**src/pwr_seq_pkg.sv**
```systemverilog
package pwr_seq_pkg;

  // ----------------------------------------------------------------
  // Register addresses (9-bit SPI register index)
  // ----------------------------------------------------------------
  localparam logic [8:0] ADDR_VARIANT_SELECT = 9'h002;
  localparam logic [8:0] ADDR_CLOCK_MGMT = 9'h020;
  localparam logic [8:0] ADDR_LOGIC_ENABLE = 9'h022;
  localparam logic [8:0] ADDR_COLUMN_MUX = 9'h028;
  localparam logic [8:0] ADDR_FRONT_END = 9'h030;
  localparam logic [8:0] ADDR_BIAS_ENABLE = 9'h040;
  localparam logic [8:0] ADDR_GENERAL_BIAS = 9'h041;
  localparam logic [8:0] ADDR_FRONT_END_BIAS = 9'h042;
  localparam logic [8:0] ADDR_MUX_BIAS = 9'h043;
  localparam logic [8:0] ADDR_SERIAL_OUT_BIAS = 9'h044;
  localparam logic [8:0] ADDR_SERIAL_TX = 9'h070;
  localparam logic [8:0] ADDR_BLACK_LEVEL = 9'h080;
  localparam logic [8:0] ADDR_BLACK_DEPTH = 9'h081;
  localparam logic [8:0] ADDR_SEQ_MODE = 9'h0c0;
  localparam logic [8:0] ADDR_GAIN = 9'h0cc;
  localparam logic [8:0] ADDR_DUMMY_ROWS = 9'h0e0;
  localparam logic [8:0] ADDR_LATENCY = 9'h0e1;
  localparam logic [8:0] ADDR_SEQ_TUNE_A = 9'h1bf;
  localparam logic [8:0] ADDR_SEQ_TUNE_B = 9'h1c0;
  // Lowest address that is refused in standby one
  localparam logic [8:0] ADDR_STANDBY1_LIMIT = 9'h028;

  // ----------------------------------------------------------------
  // Values that mark completed upload steps
  // ----------------------------------------------------------------
  localparam logic [15:0] VAL_CLK_DIGITAL = 16'h2002;
  localparam logic [15:0] VAL_CLK_ANALOG = 16'h2003;
  localparam logic [15:0] VAL_LOGIC_ON = 16'h0001;
  localparam logic [15:0] VAL_BIAS_ON = 16'h0001;
  localparam logic [15:0] VAL_MUX_ON = 16'h0003;
  localparam logic [15:0] VAL_FRONT_END_ON = 16'h0001;
  localparam logic [15:0] VAL_TX_ON = 16'h0007;
  localparam logic [15:0] VAL_OFF = 16'h0000;
  localparam logic [15:0] VAL_GENERAL_BIAS = 16'h008b;
  localparam logic [15:0] VAL_FRONT_END_BIAS = 16'h53c6;
  localparam logic [15:0] VAL_MUX_BIAS = 16'h0844;
  localparam logic [15:0] VAL_SERIAL_OUT_BIAS = 16'h0086;
  localparam logic [15:0] VAL_BLACK_LEVEL = 16'h4520;
  localparam logic [15:0] VAL_GAIN = 16'h09e5;
  localparam logic [15:0] VAL_DUMMY_ROWS = 16'h3e04;
  localparam logic [15:0] VAL_LATENCY = 16'h6733;
  localparam logic [15:0] VAL_SEQ_TUNE_A = 16'h0bf1;
  localparam logic [15:0] VAL_SEQ_TUNE_B = 16'h0bc3;
  localparam logic [15:0] RESET_VALUE = 16'h0000;

  // ----------------------------------------------------------------
  // Field positions
  // ----------------------------------------------------------------
  localparam int BIT_SEQ_RUN = 0;
  localparam int BIT_SHUTTER = 1;
  localparam int BIT_TRIGGERED = 4;
  localparam int BIT_SLAVE = 5;
  localparam int BIT_SUBSAMPLE = 7;
  localparam int BIT_BINNING = 8;
  localparam int BIT_DEPTH_8 = 13;
  localparam logic [15:0] MODE_FIELD_MASK = 16'h01b2;
  localparam int NUM_RESERVED = 9;

  // ----------------------------------------------------------------
  // Timing
  // ----------------------------------------------------------------
  localparam int CLK_PERIOD_NS = 10;
  localparam int RESET_WAIT_US = 10;
  localparam int RESET_WAIT_CYCLES = (RESET_WAIT_US * 1000 + CLK_PERIOD_NS - 1) / CLK_PERIOD_NS;

  typedef enum logic [2:0] {
    ST_STANDBY1,
    ST_STANDBY_INT,
    ST_STANDBY2,
    ST_IDLE,
    ST_RUNNING
  } power_state_type;

endpackage : pwr_seq_pkg

```
**src/frame_capture.sv**
```systemverilog
`timescale 1ns/1ns
module frame_capture
  import pwr_seq_pkg::*;
#(
  parameter int FRAME_CYCLES = 64,
  parameter int OVERHEAD_CYCLES = 8
) (
  input wire logic clk, // System clock
  input wire logic arst_n, // Async reset, active low
  input wire logic run, // Sequencer run level
  input wire logic rolling, // Rolling shutter select
  input wire logic triggered, // Triggered capture select
  input wire logic slave, // Slave exposure select
  input wire logic trigger, // External trigger level
  output logic capturing, // Frame in progress
  output logic overhead, // Frame overhead period active
  output logic frame_start // Pulse at frame start
);

  typedef enum {CAP_IDLE, CAP_WAIT, CAP_OVERHEAD, CAP_READ} cap_state_type;

  cap_state_type state_reg, state_next;
  logic [15:0] count_reg, count_next;
  logic trig_reg, trig_next;
  logic start_reg, start_next;
  logic rise;
  logic fall;
  logic gated;

  // ----------------------------------------------------------------
  // Frame sequencing
  // ----------------------------------------------------------------
  // Trigger and slave only matter under global shutter
  assign gated = !rolling && (triggered || slave);
  assign rise = trigger && !trig_reg;
  assign fall = !trigger && trig_reg;

  // Next-state logic; a stop request ends the current frame at once
  always_comb begin
    state_next = state_reg;
    count_next = count_reg;
    trig_next = trigger;
    start_next = 1'b0;
    unique case (state_reg)
      CAP_IDLE: begin
        if (run) begin
          state_next = gated ? CAP_WAIT : CAP_OVERHEAD;
          count_next = 16'(OVERHEAD_CYCLES);
          start_next = !gated;
        end
      end
      CAP_WAIT: begin
        // Slave starts the frame overhead on trigger release, triggered master on rise
        if (!run) begin
          state_next = CAP_IDLE;
        end else if ((slave && fall) || (!slave && rise)) begin
          state_next = CAP_OVERHEAD;
          count_next = 16'(OVERHEAD_CYCLES);
          start_next = 1'b1;
        end
      end
      CAP_OVERHEAD: begin
        if (!run) begin
          state_next = CAP_IDLE;
        end else if (count_reg <= 16'h0001) begin
          state_next = CAP_READ;
          count_next = 16'(FRAME_CYCLES);
        end else begin
          count_next = count_reg - 16'h0001;
        end
      end
      CAP_READ: begin
        if (!run) begin
          state_next = CAP_IDLE;
        end else if (count_reg <= 16'h0001) begin
          state_next = gated ? CAP_WAIT : CAP_OVERHEAD;
          count_next = 16'(OVERHEAD_CYCLES);
          start_next = !gated;
        end else begin
          count_next = count_reg - 16'h0001;
        end
      end
    endcase
  end

  // State registers
  always_ff @(posedge clk or negedge arst_n) begin
    if (!arst_n) begin
      state_reg <= CAP_IDLE;
      count_reg <= 16'h0000;
      trig_reg <= 1'b0;
      start_reg <= 1'b0;
    end else begin
      state_reg <= state_next;
      count_reg <= count_next;
      trig_reg <= trig_next;
      start_reg <= start_next;
    end
  end

  assign capturing = (state_reg == CAP_OVERHEAD) || (state_reg == CAP_READ);
  assign overhead = (state_reg == CAP_OVERHEAD);
  assign frame_start = start_reg;

endmodule : frame_capture

```
**src/sensor_power_state_upload_sequencer.sv**
```systemverilog
`timescale 1ns/1ns
// Notes on behaviour
// - Bit 13 of register 129 selects 8-bit (1) or 10-bit (0) words.
// - Once running, frames follow back to back under free-running master; triggered and slave modes wait for a trigger edge before each frame.
// - Clearing the run bit stops capture and returns the device to idle.
// - Bit 1 of register 192 selects global (0) or rolling (1) shutter.
// - Bit 4 selects triggered capture, global shutter only, reset zero.
// - Bit 5 selects slave exposure, global shutter only, reset zero.
// - Bit 7 enables subsampled readout, reset zero.
// - Bit 8 enables binned readout, reset zero.
// - Idle is entered with clocks and blocks enabled and keeps the frame sequencer stopped; only ANALOG_ON is held, CLOCKS_ON follows the logic enable.
module sensor_power_state_upload_sequencer
  import pwr_seq_pkg::*;
#(
  parameter int FRAME_CYCLES = 64,
  parameter int OVERHEAD_CYCLES = 8
) (
  input wire logic CLK_SYS, // System clock, 100 MHz
  input wire logic ARST_N, // Async reset, active low
  input wire logic WR_EN, // Register write strobe
  input wire logic RD_EN, // Register read strobe
  input wire logic [8:0] ADDR, // Register address
  input wire logic [15:0] WDATA, // Write data
  input wire logic TRIGGER, // External exposure trigger
  output logic [15:0] RDATA, // Read data, registered
  output logic RDATA_VALID, // Read data valid pulse
  output logic WR_REJECT, // Write refused pulse
  output logic [2:0] POWER_STATE, // Current power state
  output logic UPLOAD_READY, // Reset wait elapsed
  output logic CLOCKS_ON, // Internal clocking enabled
  output logic ANALOG_ON, // Analog blocks enabled
  output logic DEPTH_8BIT, // Output word depth select
  output logic ROLLING_SHUTTER, // Rolling shutter active
  output logic TRIGGERED_MODE, // Triggered capture active
  output logic SLAVE_MODE, // Slave exposure active
  output logic SUBSAMPLE_EN, // Subsampled readout
  output logic BINNING_EN, // Binned readout
  output logic CAPTURING, // Frame in progress
  output logic FRAME_OVERHEAD, // Frame overhead period
  output logic FRAME_START // Frame start pulse
);

  // ----------------------------------------------------------------
  // Register storage
  // ----------------------------------------------------------------
  logic [15:0] regs_reg [0:18];
  logic [15:0] regs_next [0:18];
  logic [8:0] addr_tab [0:18];
  logic [18:0] hit;
  logic [4:0] hit_idx;
  logic any_hit;
  power_state_type state_reg, state_next;
  logic [NUM_RESERVED-1:0] resv_reg, resv_next;
  logic [15:0] wait_reg, wait_next;
  logic [15:0] rdata_reg, rdata_next;
  logic rvalid_reg, rvalid_next;
  logic reject_reg, reject_next;
  logic wr_ok;
  logic mode_change;
  logic [15:0] seq_mode;
  logic [15:0] clk_cfg;
  logic [15:0] logic_en;
  logic analog_all;
  logic analog_none;

  assign addr_tab = '{ADDR_VARIANT_SELECT, ADDR_CLOCK_MGMT, ADDR_LOGIC_ENABLE, ADDR_COLUMN_MUX,
                      ADDR_FRONT_END, ADDR_BIAS_ENABLE, ADDR_GENERAL_BIAS, ADDR_FRONT_END_BIAS,
                      ADDR_MUX_BIAS, ADDR_SERIAL_OUT_BIAS, ADDR_SERIAL_TX, ADDR_BLACK_LEVEL,
                      ADDR_BLACK_DEPTH, ADDR_SEQ_MODE, ADDR_GAIN, ADDR_DUMMY_ROWS,
                      ADDR_LATENCY, ADDR_SEQ_TUNE_A, ADDR_SEQ_TUNE_B};

  // Address decode, one comparator per register
  for (genvar i = 0; i < 19; i++) begin : g_dec
    assign hit[i] = (ADDR == addr_tab[i]);
  end

  always_comb begin
    hit_idx = 5'h00;
    for (int k = 0; k < 19; k++) begin
      if (hit[k]) begin
        hit_idx = 5'(k);
      end
    end
  end

  assign any_hit = |hit;
  assign seq_mode = regs_reg[13];
  assign clk_cfg = regs_reg[1];
  assign logic_en = regs_reg[2];
  assign analog_all = (clk_cfg == VAL_CLK_ANALOG) && (regs_reg[5] == VAL_BIAS_ON) &&
                      (regs_reg[3] == VAL_MUX_ON) && (regs_reg[4] == VAL_FRONT_END_ON) &&
                      (regs_reg[10] == VAL_TX_ON);
  assign analog_none = (clk_cfg == VAL_CLK_DIGITAL) && (regs_reg[5] == VAL_OFF) &&
                       (regs_reg[3] == VAL_OFF) && (regs_reg[4] == VAL_OFF) &&
                       (regs_reg[10] == VAL_OFF);

  // Mode fields are locked while running; a write that alters them is refused
  assign mode_change = ((WDATA ^ seq_mode) & MODE_FIELD_MASK) != 16'h0000;
  always_comb begin
    wr_ok = WR_EN && any_hit;
    if (state_reg == ST_STANDBY1 && ADDR >= ADDR_STANDBY1_LIMIT) begin
      wr_ok = 1'b0;
    end
    if (state_reg == ST_RUNNING && ADDR == ADDR_SEQ_MODE && mode_change) begin
      wr_ok = 1'b0;
    end
  end

  // ----------------------------------------------------------------
  // Register file and bus answers
  // ----------------------------------------------------------------
  always_comb begin
    regs_next = regs_reg;
    rdata_next = rdata_reg;
    rvalid_next = RD_EN;
    reject_next = WR_EN && !wr_ok;
    if (wr_ok) begin
      regs_next[hit_idx] = WDATA;
    end
    if (RD_EN) begin
      // Unmapped addresses read as zero
      rdata_next = any_hit ? regs_reg[hit_idx] : 16'h0000;
    end
  end

  always_ff @(posedge CLK_SYS or negedge ARST_N) begin
    if (!ARST_N) begin
      for (int k = 0; k < 19; k++) begin
        regs_reg[k] <= RESET_VALUE;
      end
      rdata_reg <= 16'h0000;
      rvalid_reg <= 1'b0;
      reject_reg <= 1'b0;
    end else begin
      regs_reg <= regs_next;
      rdata_reg <= rdata_next;
      rvalid_reg <= rvalid_next;
      reject_reg <= reject_next;
    end
  end

  // ----------------------------------------------------------------
  // Power state tracking
  // ----------------------------------------------------------------
  // Each reserved upload but ADDR_SEQ_TUNE_A (checked in place) sets one flag when the exact value lands; a wrong value clears it
  always_comb begin
    resv_next = resv_reg;
    if (wr_ok) begin
      if (ADDR == ADDR_GENERAL_BIAS) resv_next[0] = (WDATA == VAL_GENERAL_BIAS);
      if (ADDR == ADDR_FRONT_END_BIAS) resv_next[1] = (WDATA == VAL_FRONT_END_BIAS);
      if (ADDR == ADDR_MUX_BIAS) resv_next[2] = (WDATA == VAL_MUX_BIAS);
      if (ADDR == ADDR_SERIAL_OUT_BIAS) resv_next[3] = (WDATA == VAL_SERIAL_OUT_BIAS);
      if (ADDR == ADDR_BLACK_LEVEL) resv_next[4] = (WDATA == VAL_BLACK_LEVEL);
      if (ADDR == ADDR_GAIN) resv_next[5] = (WDATA == VAL_GAIN);
      if (ADDR == ADDR_DUMMY_ROWS) resv_next[6] = (WDATA == VAL_DUMMY_ROWS);
      if (ADDR == ADDR_LATENCY) resv_next[7] = (WDATA == VAL_LATENCY);
      if (ADDR == ADDR_SEQ_TUNE_B) resv_next[8] = (WDATA == VAL_SEQ_TUNE_B);
    end
  end

  // State follows the registers once each write has landed
  always_comb begin
    state_next = state_reg;
    unique case (state_reg)
      ST_STANDBY1: begin
        if (clk_cfg == VAL_CLK_DIGITAL && logic_en == VAL_LOGIC_ON) begin
          state_next = ST_STANDBY_INT;
        end
      end
      ST_STANDBY_INT: begin
        if (logic_en != VAL_LOGIC_ON) begin
          state_next = ST_STANDBY1;
        end else if (&resv_reg && regs_reg[17] == VAL_SEQ_TUNE_A) begin
          state_next = ST_STANDBY2;
        end
      end
      ST_STANDBY2: begin
        if (logic_en != VAL_LOGIC_ON) begin
          state_next = ST_STANDBY1;
        end else if (analog_all) begin
          state_next = ST_IDLE;
        end
      end
      ST_IDLE: begin
        if (seq_mode[BIT_SEQ_RUN]) begin
          state_next = ST_RUNNING;
        end else if (analog_none) begin
          state_next = ST_STANDBY2;
        end
      end
      ST_RUNNING: begin
        if (!seq_mode[BIT_SEQ_RUN]) begin
          state_next = ST_IDLE;
        end
      end
    endcase
  end

  // Reset wait counter: uploads are only advised once it expires
  always_comb begin
    wait_next = wait_reg;
    if (wait_reg != 16'h0000) begin
      wait_next = wait_reg - 16'h0001;
    end
  end

  always_ff @(posedge CLK_SYS or negedge ARST_N) begin
    if (!ARST_N) begin
      state_reg <= ST_STANDBY1;
      resv_reg <= '0;
      wait_reg <= 16'(RESET_WAIT_CYCLES);
    end else begin
      state_reg <= state_next;
      resv_reg <= resv_next;
      wait_reg <= wait_next;
    end
  end

  // ----------------------------------------------------------------
  // Frame capture
  // ----------------------------------------------------------------
  frame_capture #(
    .FRAME_CYCLES(FRAME_CYCLES),
    .OVERHEAD_CYCLES(OVERHEAD_CYCLES)
  ) u_capture (
    .clk(CLK_SYS),
    .arst_n(ARST_N),
    .run(state_next == ST_RUNNING), // Next state keeps capture in step with POWER_STATE
    .rolling(seq_mode[BIT_SHUTTER]),
    .triggered(seq_mode[BIT_TRIGGERED]),
    .slave(seq_mode[BIT_SLAVE]),
    .trigger(TRIGGER),
    .capturing(CAPTURING),
    .overhead(FRAME_OVERHEAD),
    .frame_start(FRAME_START)
  );

  // Outputs straight from registers or decoded from them
  assign RDATA = rdata_reg;
  assign RDATA_VALID = rvalid_reg;
  assign WR_REJECT = reject_reg;
  assign POWER_STATE = state_reg;
  assign UPLOAD_READY = (wait_reg == 16'h0000);
  assign CLOCKS_ON = (logic_en == VAL_LOGIC_ON);
  assign ANALOG_ON = (state_reg == ST_IDLE) || (state_reg == ST_RUNNING);
  assign DEPTH_8BIT = regs_reg[12][BIT_DEPTH_8];
  assign ROLLING_SHUTTER = seq_mode[BIT_SHUTTER];
  assign TRIGGERED_MODE = seq_mode[BIT_TRIGGERED] && !seq_mode[BIT_SHUTTER];
  assign SLAVE_MODE = seq_mode[BIT_SLAVE] && !seq_mode[BIT_SHUTTER];
  assign SUBSAMPLE_EN = seq_mode[BIT_SUBSAMPLE];
  assign BINNING_EN = seq_mode[BIT_BINNING];
endmodule : sensor_power_state_upload_sequencer

```
**config.mk**
```make
export PLATFORM = sky130hd
export DESIGN_NAME = sensor_power_state_upload_sequencer
export DESIGN_NICKNAME = d
export VERILOG_FILES = /design/src/pwr_seq_pkg.sv /design/src/frame_capture.sv /design/src/sensor_power_state_upload_sequencer.sv
export SDC_FILE = /design/constraint.sdc
export NUM_CORES = 1
export LEC_CHECK = 0
export BUFFER_PORTS_ARGS = -buffer_cell sky130_fd_sc_hd__buf_2
export CAP_MARGIN = 20
export CORE_ASPECT_RATIO = 0.8
export CORE_MARGIN = 10
export CORE_UTILIZATION = 45
export DETAILED_ROUTE_END_ITERATION = 7
export HOLD_SLACK_MARGIN = 0.1
export PLACE_DENSITY = 0.73
export SYNTH_ARGS = -nofsm -noshare
export SYNTH_HDL_FRONTEND = slang
export SYNTH_SLANG_ARGS = --single-unit
```
**constraint.sdc**
```tcl
create_clock -name CLK_SYS -period 2.3 [get_ports CLK_SYS]
set_input_delay 0.46 -clock CLK_SYS [delete_from_list [all_inputs] [get_ports CLK_SYS]]
set_output_delay 0.46 -clock CLK_SYS [all_outputs]
set_load 0.005 [all_outputs]
```
==> run summary, run 1 <==
Worst setup margin = -580 ps
GP Congestion = 0.946
Avg Vias per Cell = 6.73
Slew Limit Headroom = 54.1%
Drt wl/cell = 31.0 um
CTS root buf = clkbuf_16
Clk slew on worst S/H paths = 70 ps
Netlist cell types = 85
Fin crit period = 2880 ps
VDD IR max = 0.472 mV
Synthesized cell area = 0.0183 mm2
Setup Skew = 28.4 ps
Number of CTS-inserted buffers = 39
Synthesis-to-finish area growth = 43.9%
CTS max path bufs = 3
Max-cap violations = 0
Drc violations = 0
Pre-CTS setup slack = -878 ps
First-pass GRT wire length = 107,000 um
CP Data Required Time = 2700 ps
Sequential-to-total area share from yosys stat = 50.7%
Clock insertion delay at the later pin of the skew report = 560 ps
CP Capture Type = flip-flop
Final hold viol count = 0
Worst Path Max Fanout = 7
Detailed Route WL = 79,300 um
Most frequent cells after synthesis = dfrtp_1, mux2_2, nand2_1, nor2_1, clkbuf_1
Hold crit path type = input port to flip-flop
Yosys top cell area share = 49.9%
Post-synth EDFFs = 0
Nets@finish = 2,028
Avg Synthesized Cell Area = 11.3 um2
CTS sink cnt = 370
Routed vias = 17,225
Max stage delay on crit path = 620 ps
Die H = 200 um
CTS tree = yes
Net Count, Synth = 1,655
# port buffers = 62
Final cell count without fillers = 2,560
Status = complete, but fails checks
Critical path's slowest cell = a211oi_2
Die area = 0.0491 mm2
Antenna cell count = 0
Share of cells above drive strength 1 = 50.7%
Hold slack = 134 ps
H-tree depth = 2
Leak Pwr = 12.6 nW
Largest net degree at the start of global routing = 85
Crit-path leading delay family = compound AO/OA/AOI/OAI gates
Fmax = 347 MHz
Synth area leaders = dfrtp_1, mux2_2, nand2_1
Arrival time at the worst endpoint = 3280 ps
Chip width = 245 um
Finished Core Util = 66.1%
Max FFs per register = 255
Power per cell area = 558 mW/mm2
Post-synth top area cell = dfrtp_1
Cell Chain, Critical Path = buf_8 > or4b_4 > nor2_4 > a311o_2 > buf_6 > or2_4 > buf_8 > nor2_4 > buf_12 > buf_4 > a211oi_2 > o41ai_2
I/O pin count = 63
Dpl hpwl = 41,300 um
Placed cell count = 2,332
Crit Path Class = input port to flip-flop
Post-route clock period utilization = 125%
Synth warn = 0
Critical path launch point type = input port
Async SR Flop Fraction = 100%
RSZ-0062 raised after global routing = true
Starting Density = 45.9%
Bufs and invs on worst path = 5
Initial antenna violation count = 3
GRT Util Overall = 28.4%
Most frequent cell after synthesis = dfrtp_1
Rows = 65
Fillers = 2,582
DR iter-0 viols = 2,321
Slew Limit Fails = 0
TritonRoute pass-1 iters = 8
Failing checks = negative setup slack
Worst-Margin Slew = 688 ps
Main flop type after synthesis = dfrtp_1
Endpoints failing setup = 332
Post-route ant nets = 0
Synth Instances = 1,621
Global route overflow = 0
Core Footprint = 0.0398 mm2
Number of global-route vias before repair = 16,741
Register bit count reported by yosys = 370
[stage by stage]
stage | area (um2) | setup TNS [ps] | total power [W]
CTS | 25100 | -59420 | 0.0145
global route | 26300 | -127680 | 0.0150
floorplan | 18500 | -95580 | 0.00700
detailed placement | 21000 | -229190 | 0.00746
finish | 26300 | -113190 | 0.0147
global placement | 21000 | -222640 | 0.00745
[cells in the final DEF (no fill, tap or decap), drive strengths merged, types with 5 or more instances in the layout]
cell and n:
buf 442, dfrtp 364, mux2 308, nand2 196
nor2 87, clkbuf 60, a21oi 50, nor4 44
o22ai 35, o21ai 35, nor3 31, a211oi 28
a31oi 23, or3 21, nand4 20, nand2b 19
inv 19, nand3 19, xor2 17, xnor2 16
o41ai 16, a32oi 14, o211ai 13, clkinv 9
o221a 8, bufinv 7, a221oi 7, dfstp 6
a21o 6, nor2b 6, or2 6, nor3b 5
mux2i 5, or4 5, o32ai 5
[kinds of logic after synthesis]
| kind of cell | after synthesis | synth area share [%] |
|---|---|---|
| flops | 370 | 50.7 |
| fa+ha+maj | 4 | 0.274 |
| simple gates | 478 | 13.2 |
| mux | 313 | 19.5 |
| buf+inv | 145 | 3.74 |
| compound gates | 278 | 11.0 |
| xor+xnor | 33 | 1.58 |
[routing by layer]
layer | share of wire (%) | global-route usage, % | vias up
met3 | 14 | 9.92 | 508
met4 | 8.0 | 15.1 | 6
met5 | 0.10 | 0 | -
li1 | - | - | 6692
met2 | 42 | 41.6 | 1473
met1 | 35 | 36.1 | 8546
[area by class of cell]
cell class	instances	area [um2]	share of cell area, %
clock buffers	54	1130	4.32
clock inverters	17	264	1.00
inverters	18	67.6	0.257
multi-input cells	1115	10100	38.5
flip-flops and latches	370	9270	35.2
well taps	536	671	2.55
repair buffers	450	4780	18.2
[path summary, 6_finish.rpt]
check | startpoint | endpoint | slack, ps | cells past startpoint
setup / recovery | ADDR[8] | RDATA[3] | -580 | 12
hold / removal | WR_EN | WR_REJECT | 130 | 2
setup reg to reg | seq_mode[1] | resv_reg[7] | -520 | 11
hold reg to reg | wait_reg[4] | wait_reg[4] | 470 | 1
max in group asynchronous | ARST_N | regs_reg[108] | 890 | 3
min in group asynchronous | ARST_N | u_capture.trig_reg | 460 | 2
[where the power goes]
group,internal [W],total (W),switching [W]
combinational,0.000382,0.00104,0.000662
clock,0.00425,0.00706,0.00282
sequential,0.00654,0.00657,0.0000281
[repair_timing]
action / CTS / global route
endpoints found under the hold margin: 46 / 0
setup endpoints to repair: 340 / 344
hold buffers: 2 / 0
resized for setup: 303 / 162
pin swaps: 83 / 86
gates cloned: 27 / 7
setup buffers: 86 / 61
Power figures use the tool's default switching activity.
==> run 2: changes to the inputs <==
--- a/config.mk
+++ b/config.mk
@@ -12,7 +12,8 @@
 export CORE_UTILIZATION = 45
 export DETAILED_ROUTE_END_ITERATION = 7
 export HOLD_SLACK_MARGIN = 0.1
-export PLACE_DENSITY = 0.73
+export PLACE_DENSITY = 0.71
+export SKIP_CTS_REPAIR_TIMING = 1
 export SYNTH_ARGS = -nofsm -noshare
 export SYNTH_HDL_FRONTEND = slang
 export SYNTH_SLANG_ARGS = --single-unit
==> constraint.sdc (replaced) <==
create_clock -name CLK_SYS -period 3.5 [get_ports CLK_SYS]
set_input_delay 0.7 -clock CLK_SYS [delete_from_list [all_inputs] [get_ports CLK_SYS]]
set_output_delay 0.7 -clock CLK_SYS [all_outputs]
set_load 0.005 [all_outputs]
==> run 2 against run 1 <==
The run now ends clean. Clock skew decreased by 5.3 ps. Sequential share of layout area grew 8.0 points. Setup slack improved by 830 ps. Wire length decreased by 27%. Sequential power down 34%. Total power is 35% lower. Critical endpoint is now UPLOAD_READY.
==> run summary, run 2 (synthesized netlist as in run 1, its figures left out) <==
Routed vias = 14,249 (was 17,225)
Crit-path leading delay family = simple AND/OR/NAND/NOR gates (was compound AO/OA/AOI/OAI gates)
CTS max path bufs = 3 (unchanged)
Most common cell after layout, fill and taps aside = dfrtp_1 (unchanged)
Number of CTS-inserted buffers = 41 (was 39)
Worst-Margin Slew = 854 ps (was 688 ps)
Core Footprint = 0.0398 mm2 (unchanged)
CTS sink cnt = 370 (unchanged)
Fmax = 307 MHz
CP Capture Type = output pin (was flip-flop)
Bufs and invs on worst path = 2 (was 5)
Setup TNS = 0 ps (was -113,190 ps)
Final hold viol count = 0 (unchanged)
Starting Density = 45.9% (unchanged)
Leak Pwr = 10.4 nW (was 12.6 nW)
Chip width = 245 um (unchanged)
Met3 GRT Util = 5.06% (was 9.92%)
Hold crit path type = input port to flip-flop (unchanged)
Post-route clock period utilization = 93.0%
Drt wl/cell = 25.2 um (was 31.0 um)
Power per cell area = 442 mW/mm2 (was 558 mW/mm2)
Dpl hpwl = 39,800 um (was 41,300 um)
Detailed Route WL = 57,800 um (was 79,300 um)
Post-route ant nets = 0 (unchanged)
Clock insertion delay at the later pin of the skew report = 560 ps (about the same)
RSZ-0062 raised after global routing = false (was true)
CP Data Required Time = 2800 ps (was 2700 ps)
Arrival time at the worst endpoint = 2550 ps (was 3280 ps)
Share of cells above drive strength 1 = 35.5% (was 50.7%)
Cell Chain, Critical Path = or4_1 > nor4_2 > nand2b_1 > nand4bb_2 > inv_1 > buf_2 (was buf_8 > or4b_4 > nor2_4 > a311o_2 > buf_6 > or2_4 > buf_8 > nor2_4 > buf_12 > buf_4 > a211oi_2 > o41ai_2)
Clk slew on worst S/H paths = 60 ps (was 70 ps)
Crit Path Class = flip-flop to output pin (was input port to flip-flop)
H-tree depth = 2 (unchanged)
GRT Util Overall = 23.1% (was 28.4%)
GR Util met1 = 34.0% (was 36.1%)
Worst Setup SP = wait_reg[10] (was ADDR[8])
Max stage delay on crit path = 610 ps (was 620 ps)
Setup Skew = 23.0 ps (was 28.4 ps)
DR iter-0 viols = 1,850 (was 2,321)
Worst Path Max Fanout = 7 (unchanged)
Critical path launch point type = flip-flop (was input port)
Global route overflow = 0 (unchanged)
Avg Vias per Cell = 6.22 (was 6.73)
First-pass GRT wire length = 89,100 um (was 107,000 um)
Slew Limit Fails = 0 (unchanged)
Fin crit period = 3250 ps
Endpoints failing setup = 0 (was 332)
Rows = 65 (unchanged)
RR Startpoint = seq_mode[5] (was seq_mode[1])
CTS root buf = clkbuf_16 (unchanged)
Critical path's slowest cell = or4_1 (was a211oi_2)
Number of global-route vias before repair = 14,330 (was 16,741)
Drc violations = 0 (unchanged)
Die area = 0.0491 mm2 (unchanged)
Status = completed (was complete, but fails checks)
GRT busiest layer = met1 (was met2)
Tot Pwr = 0.00948 W (was 0.0147 W)
Antenna cell count = 0 (unchanged)
I/O pin count = 63 (unchanged)
Initial antenna violation count = 0 (was 3)
# port buffers = 62 (unchanged)
Met2 Usage GRT = 33.7% (was 41.6%)
VDD IR max = 0.334 mV (was 0.472 mV)
Max FFs per register = 255 (unchanged)
Die H = 200 um (unchanged)
TritonRoute pass-1 iters = 5 (was 8)
Nets@finish = 1,755 (was 2,028)
Synthesis-to-finish area growth = 17.3% (was 43.9%)
Largest net degree at the start of global routing = 87 (was 85)
CTS tree = yes (unchanged)
Max-cap violations = 0 (unchanged)
Most frequent cells in the layout = dfrtp_1, mux2_2, nand2_1, buf_4, nor2_1 (was dfrtp_1, mux2_2, buf_4, nand2_1, buf_6)
Worst Hold Launch = TRIGGER (was WR_EN)
GP Congestion = 0.966 (was 0.946)
Slew Limit Headroom = 42.9% (was 54.1%)
==> run 2: per-stage QoR <==
| step | setup WS [ps] | utilization, % | instances | instance area [um2] | hold slack (ps) |
|---|---|---|---|---|---|
| 6_report | 245 | 53.9 | 2289 | 21400 | 287 |
| 5_1_grt | 78.7 | 53.9 | 2289 | 21400 | 287 |
| 4_1_cts | 52.2 | 53.8 | 2288 | 21400 | 53.5 |
| 3_5_place_dp | -158 | 50.2 | 2213 | 20000 | 454 |
| 3_3_place_gp | -123 | 50.2 | 2212 | 19900 | 449 |
| 2_1_floorplan | 332 | - | 1621 | 18300 | 404 |
==> run 2: area by class of cell <==
type | instances | area, um2
fill | 3360 | 18300
sequential | 370 | 9270
timing repair buffer | 184 | 1590
clock buffer | 49 | 1120
multi-input combinational | 1106 | 8380
inverter | 18 | 67.6
tap | 536 | 671
clock inverter | 26 | 345
==> run 2: where the power goes <==
part,switching (W),internal [W]
logic,0.000333,0.000136
registers,0.0000150,0.00430
clock network,0.00188,0.00282
total,0.00223,0.00725
==> run 2: final timing paths <==
kind | end | slack [ps] | cells after the start
max | UPLOAD_READY | 250 | 6
min | u_capture.trig_reg | 290 | 1
max reg2reg | regs_reg[49] | 530 | 9
min reg2reg | wait_reg[10] | 470 | 1
max in group asynchronous | regs_reg[175] | 1970 | 3
min in group asynchronous | regs_reg[231] | 660 | 2
==> run 2: routing by layer <==
metal	share of wire, %	up-vias
met1	45	7318
met3	9.1	105
met2	44	678
li1	-	6148
met5	0	-
met4	2.1	0
==> run 2: worst reg2reg max path: cells and delay by family, from the launching register on <==
family | cells | cell delay [ps]
AND/OR/NAND/NOR | 4 | 1130
flip-flops | 1 | 520
buffers and inverters | 2 | 430
multiplexers | 1 | 300
AO/OA/AOI/OAI | 1 | 250
XOR/XNOR | 1 | 220
==> run 3: changes to the inputs <==
--- a/config.mk
+++ b/config.mk
@@ -10,6 +10,7 @@
 export CORE_ASPECT_RATIO = 0.8
 export CORE_MARGIN = 10
 export CORE_UTILIZATION = 45
+export CTS_BUF_LIST = sky130_fd_sc_hd__clkbuf_8
 export DETAILED_ROUTE_END_ITERATION = 7
 export HOLD_SLACK_MARGIN = 0.1
 export PLACE_DENSITY = 0.71
==> run 3 against run 2 <==
First-iteration DRC count decreased by 11%. Global-route usage decreased by 0.075 points. Largest cell class unchanged. Count of clock-buffer cells in the layout increased by 30.
==> run summary, run 3 (synthesized netlist as in run 1, its figures left out) <==
Dpl hpwl = 39,800 um (unchanged)
Fin crit period = 3260 ps (was 3250 ps)
Most frequent cells in the layout = dfrtp_1, mux2_2, nand2_1, buf_4, nor2_1 (unchanged)
Status = completed (unchanged)
Cell Chain, Critical Path = or4_4 > nor4_4 > nand2b_1 > nand4bb_2 > inv_1 > buf_2 (was or4_1 > nor4_2 > nand2b_1 > nand4bb_2 > inv_1 > buf_2)
Chip width = 245 um (unchanged)
Worst reg2reg path depth = 9 (unchanged)
Critical R2R Capture = regs_reg[99] (was regs_reg[49])
Crit-path leading delay family = simple AND/OR/NAND/NOR gates (unchanged)
Die area = 0.0491 mm2 (unchanged)
H-tree depth = 2 (unchanged)
Bufs and invs on worst path = 2 (unchanged)
Detailed Route WL = 57,600 um (was 57,800 um)
Max FFs per register = 255 (unchanged)
Setup Skew = 29.7 ps (was 23.0 ps)
Synthesis-to-finish area growth = 16.3% (was 17.3%)
GRT Util Overall = 23.0% (was 23.1%)
# port buffers = 62 (unchanged)
Hold path depth = 1 (unchanged)
CTS tree = yes (unchanged)
Drc violations = 0 (unchanged)
Number of global-route vias before repair = 14,201 (was 14,330)
Number of CTS-inserted buffers = 59 (was 41)
Post-route clock period utilization = 93.1% (was 93.0%)
Core Footprint = 0.0398 mm2 (unchanged)
Slew Limit Fails = 0 (unchanged)
RR Startpoint = seq_mode[5] (unchanged)
Leak Pwr = 10.4 nW (about the same)
Starting Density = 45.9% (unchanged)
Worst Setup SP = wait_reg[10] (unchanged)
RSZ-0062 raised after global routing = false (unchanged)
Clk slew on worst S/H paths = 60 ps (about the same)
Area occupied by registers = 0.00927 mm2 (unchanged)
Final hold viol count = 0 (unchanged)
CTS max path bufs = 3 (unchanged)
I/O pin count = 63 (unchanged)
Most common cell after layout, fill and taps aside = dfrtp_1 (unchanged)
Fillers = 3,414 (was 3,360)
Drt wl/cell = 24.8 um (was 25.2 um)
Worst-Margin Slew = 852 ps (was 854 ps)
Post-route ant nets = 0 (unchanged)
Power per cell area = 409 mW/mm2 (was 442 mW/mm2)
Rows = 65 (unchanged)
Setup TNS = 0 ps (unchanged)
Largest net degree at the start of global routing = 87 (unchanged)
DR iter-0 viols = 1,648 (was 1,850)
Share of cells above drive strength 1 = 35.8% (was 35.5%)
First-pass GRT wire length = 88,400 um (was 89,100 um)
Critical path's slowest cell = or4_4 (was or4_1)
Worst Path Max Fanout = 7 (unchanged)
Setup slack, reg-to-reg = 510 ps (was 530 ps)
Critical path launch point type = flip-flop (unchanged)
Global route overflow = 0 (unchanged)
GP Congestion = 0.966 (unchanged)
Endpoints failing setup = 0 (unchanged)
CP Capture Type = output pin (unchanged)
Initial antenna violation count = 0 (unchanged)
Finished Core Util = 53.4% (was 53.9%)
WP depth = 6 (unchanged)
Tot Pwr = 0.00869 W (was 0.00948 W)
Hold crit path type = input port to flip-flop (unchanged)
Avg Vias per Cell = 6.17 (was 6.22)
Clock insertion delay at the later pin of the skew report = 670 ps (was 560 ps)
Max stage delay on crit path = 580 ps (was 610 ps)
Die H = 200 um (unchanged)
CP Data Required Time = 2800 ps (about the same)
CTS sink cnt = 370 (unchanged)
Multi-input logic area = 0.00839 mm2 (was 0.00838 mm2)
Arrival time at the worst endpoint = 2560 ps (was 2550 ps)
Crit path to = UPLOAD_READY (unchanged)
Fmax = 307 MHz (about the same)
CTS root buf = clkbuf_8 (was clkbuf_16)
TritonRoute pass-1 iters = 5 (unchanged)
VDD IR max = 0.265 mV (was 0.334 mV)
Nets@finish = 1,773 (was 1,755)
Routed vias = 14,340 (was 14,249)
Slew Limit Headroom = 42.7% (was 42.9%)
Max-cap violations = 0 (unchanged)
Crit Path Class = flip-flop to output pin (unchanged)
run 3: cell count changes in the layout (fill, tap and decap cells not counted), moves of 4 or more:
| cell | change |
|---|---|
| clkinvlp_4 | -4 |
| clkbuf_8 | +73 |
| clkbuf_16 | -41 |
| bufinv_16 | -6 |
| inv_1 | +21 |
run 3: cell type report:
class	count	share of cell area (%)
Sequential cell	370	43.6
Multi-Input combinational cell	1106	39.5
Timing Repair Buffer	184	7.48
Clock buffer	79	5.12
Tap cell	536	3.16
Clock inverter	32	0.818
Inverter	18	0.318
Antenna cell	1	0.0118
run 3: worst reg2reg max path: cells and delay by family, from the launching register on:
| family | cells | cell delay (ps) |
|---|---|---|
| AO/OA/AOI/OAI | 1 | 260 |
| AND/OR/NAND/NOR | 4 | 1170 |
| XOR/XNOR | 1 | 230 |
| flip-flops | 1 | 520 |
| buffers and inverters | 2 | 410 |
| multiplexers | 1 | 290 |
run 3: how the worst min path moves through the flow:
stage                       startpoint                 end
after floorplan                 ARST_N          DEPTH_8BIT
after global placement    wait_reg[10]        wait_reg[10]
after detailed placement   wait_reg[4]         wait_reg[4]
after CTS                       ARST_N       regs_reg[231]
after global routing           TRIGGER  u_capture.trig_reg
final                          TRIGGER  u_capture.trig_reg
run 3: where the power goes:
group	leakage [nW]	switching [W]	internal (W)
clock	0.737	0.00181	0.00209
sequential	5.11	0.0000149	0.00430
combinational	4.56	0.000332	0.000136
total	10.4	0.00215	0.00653
run 3: metrics by stage:
| step | cells | hold WS [ps] | setup WS (ps) | cell area (um2) |
|---|---|---|---|---|
| 6_report | 2326 | 174 | 240 | 21300 |
| 5_1_grt | 2325 | 168 | 55.5 | 21200 |
| 4_1_cts | 2324 | -75.5 | -70.1 | 21200 |
| 3_5_place_dp | 2213 | 454 | -158 | 20000 |
| 3_3_place_gp | 2212 | 449 | -123 | 19900 |
| 2_1_floorplan | 1621 | 404 | 332 | 18300 |
run 3: routing by layer:
layer  vias to the layer above  part of all wire [%]  track usage [%]
li1                       6189                     -                -
met1                      7372                    45             33.5
met2                       702                    44             33.4
met3                        77                   9.8             5.78
met4                         0                   1.9             5.69
met5                         -                     0                0
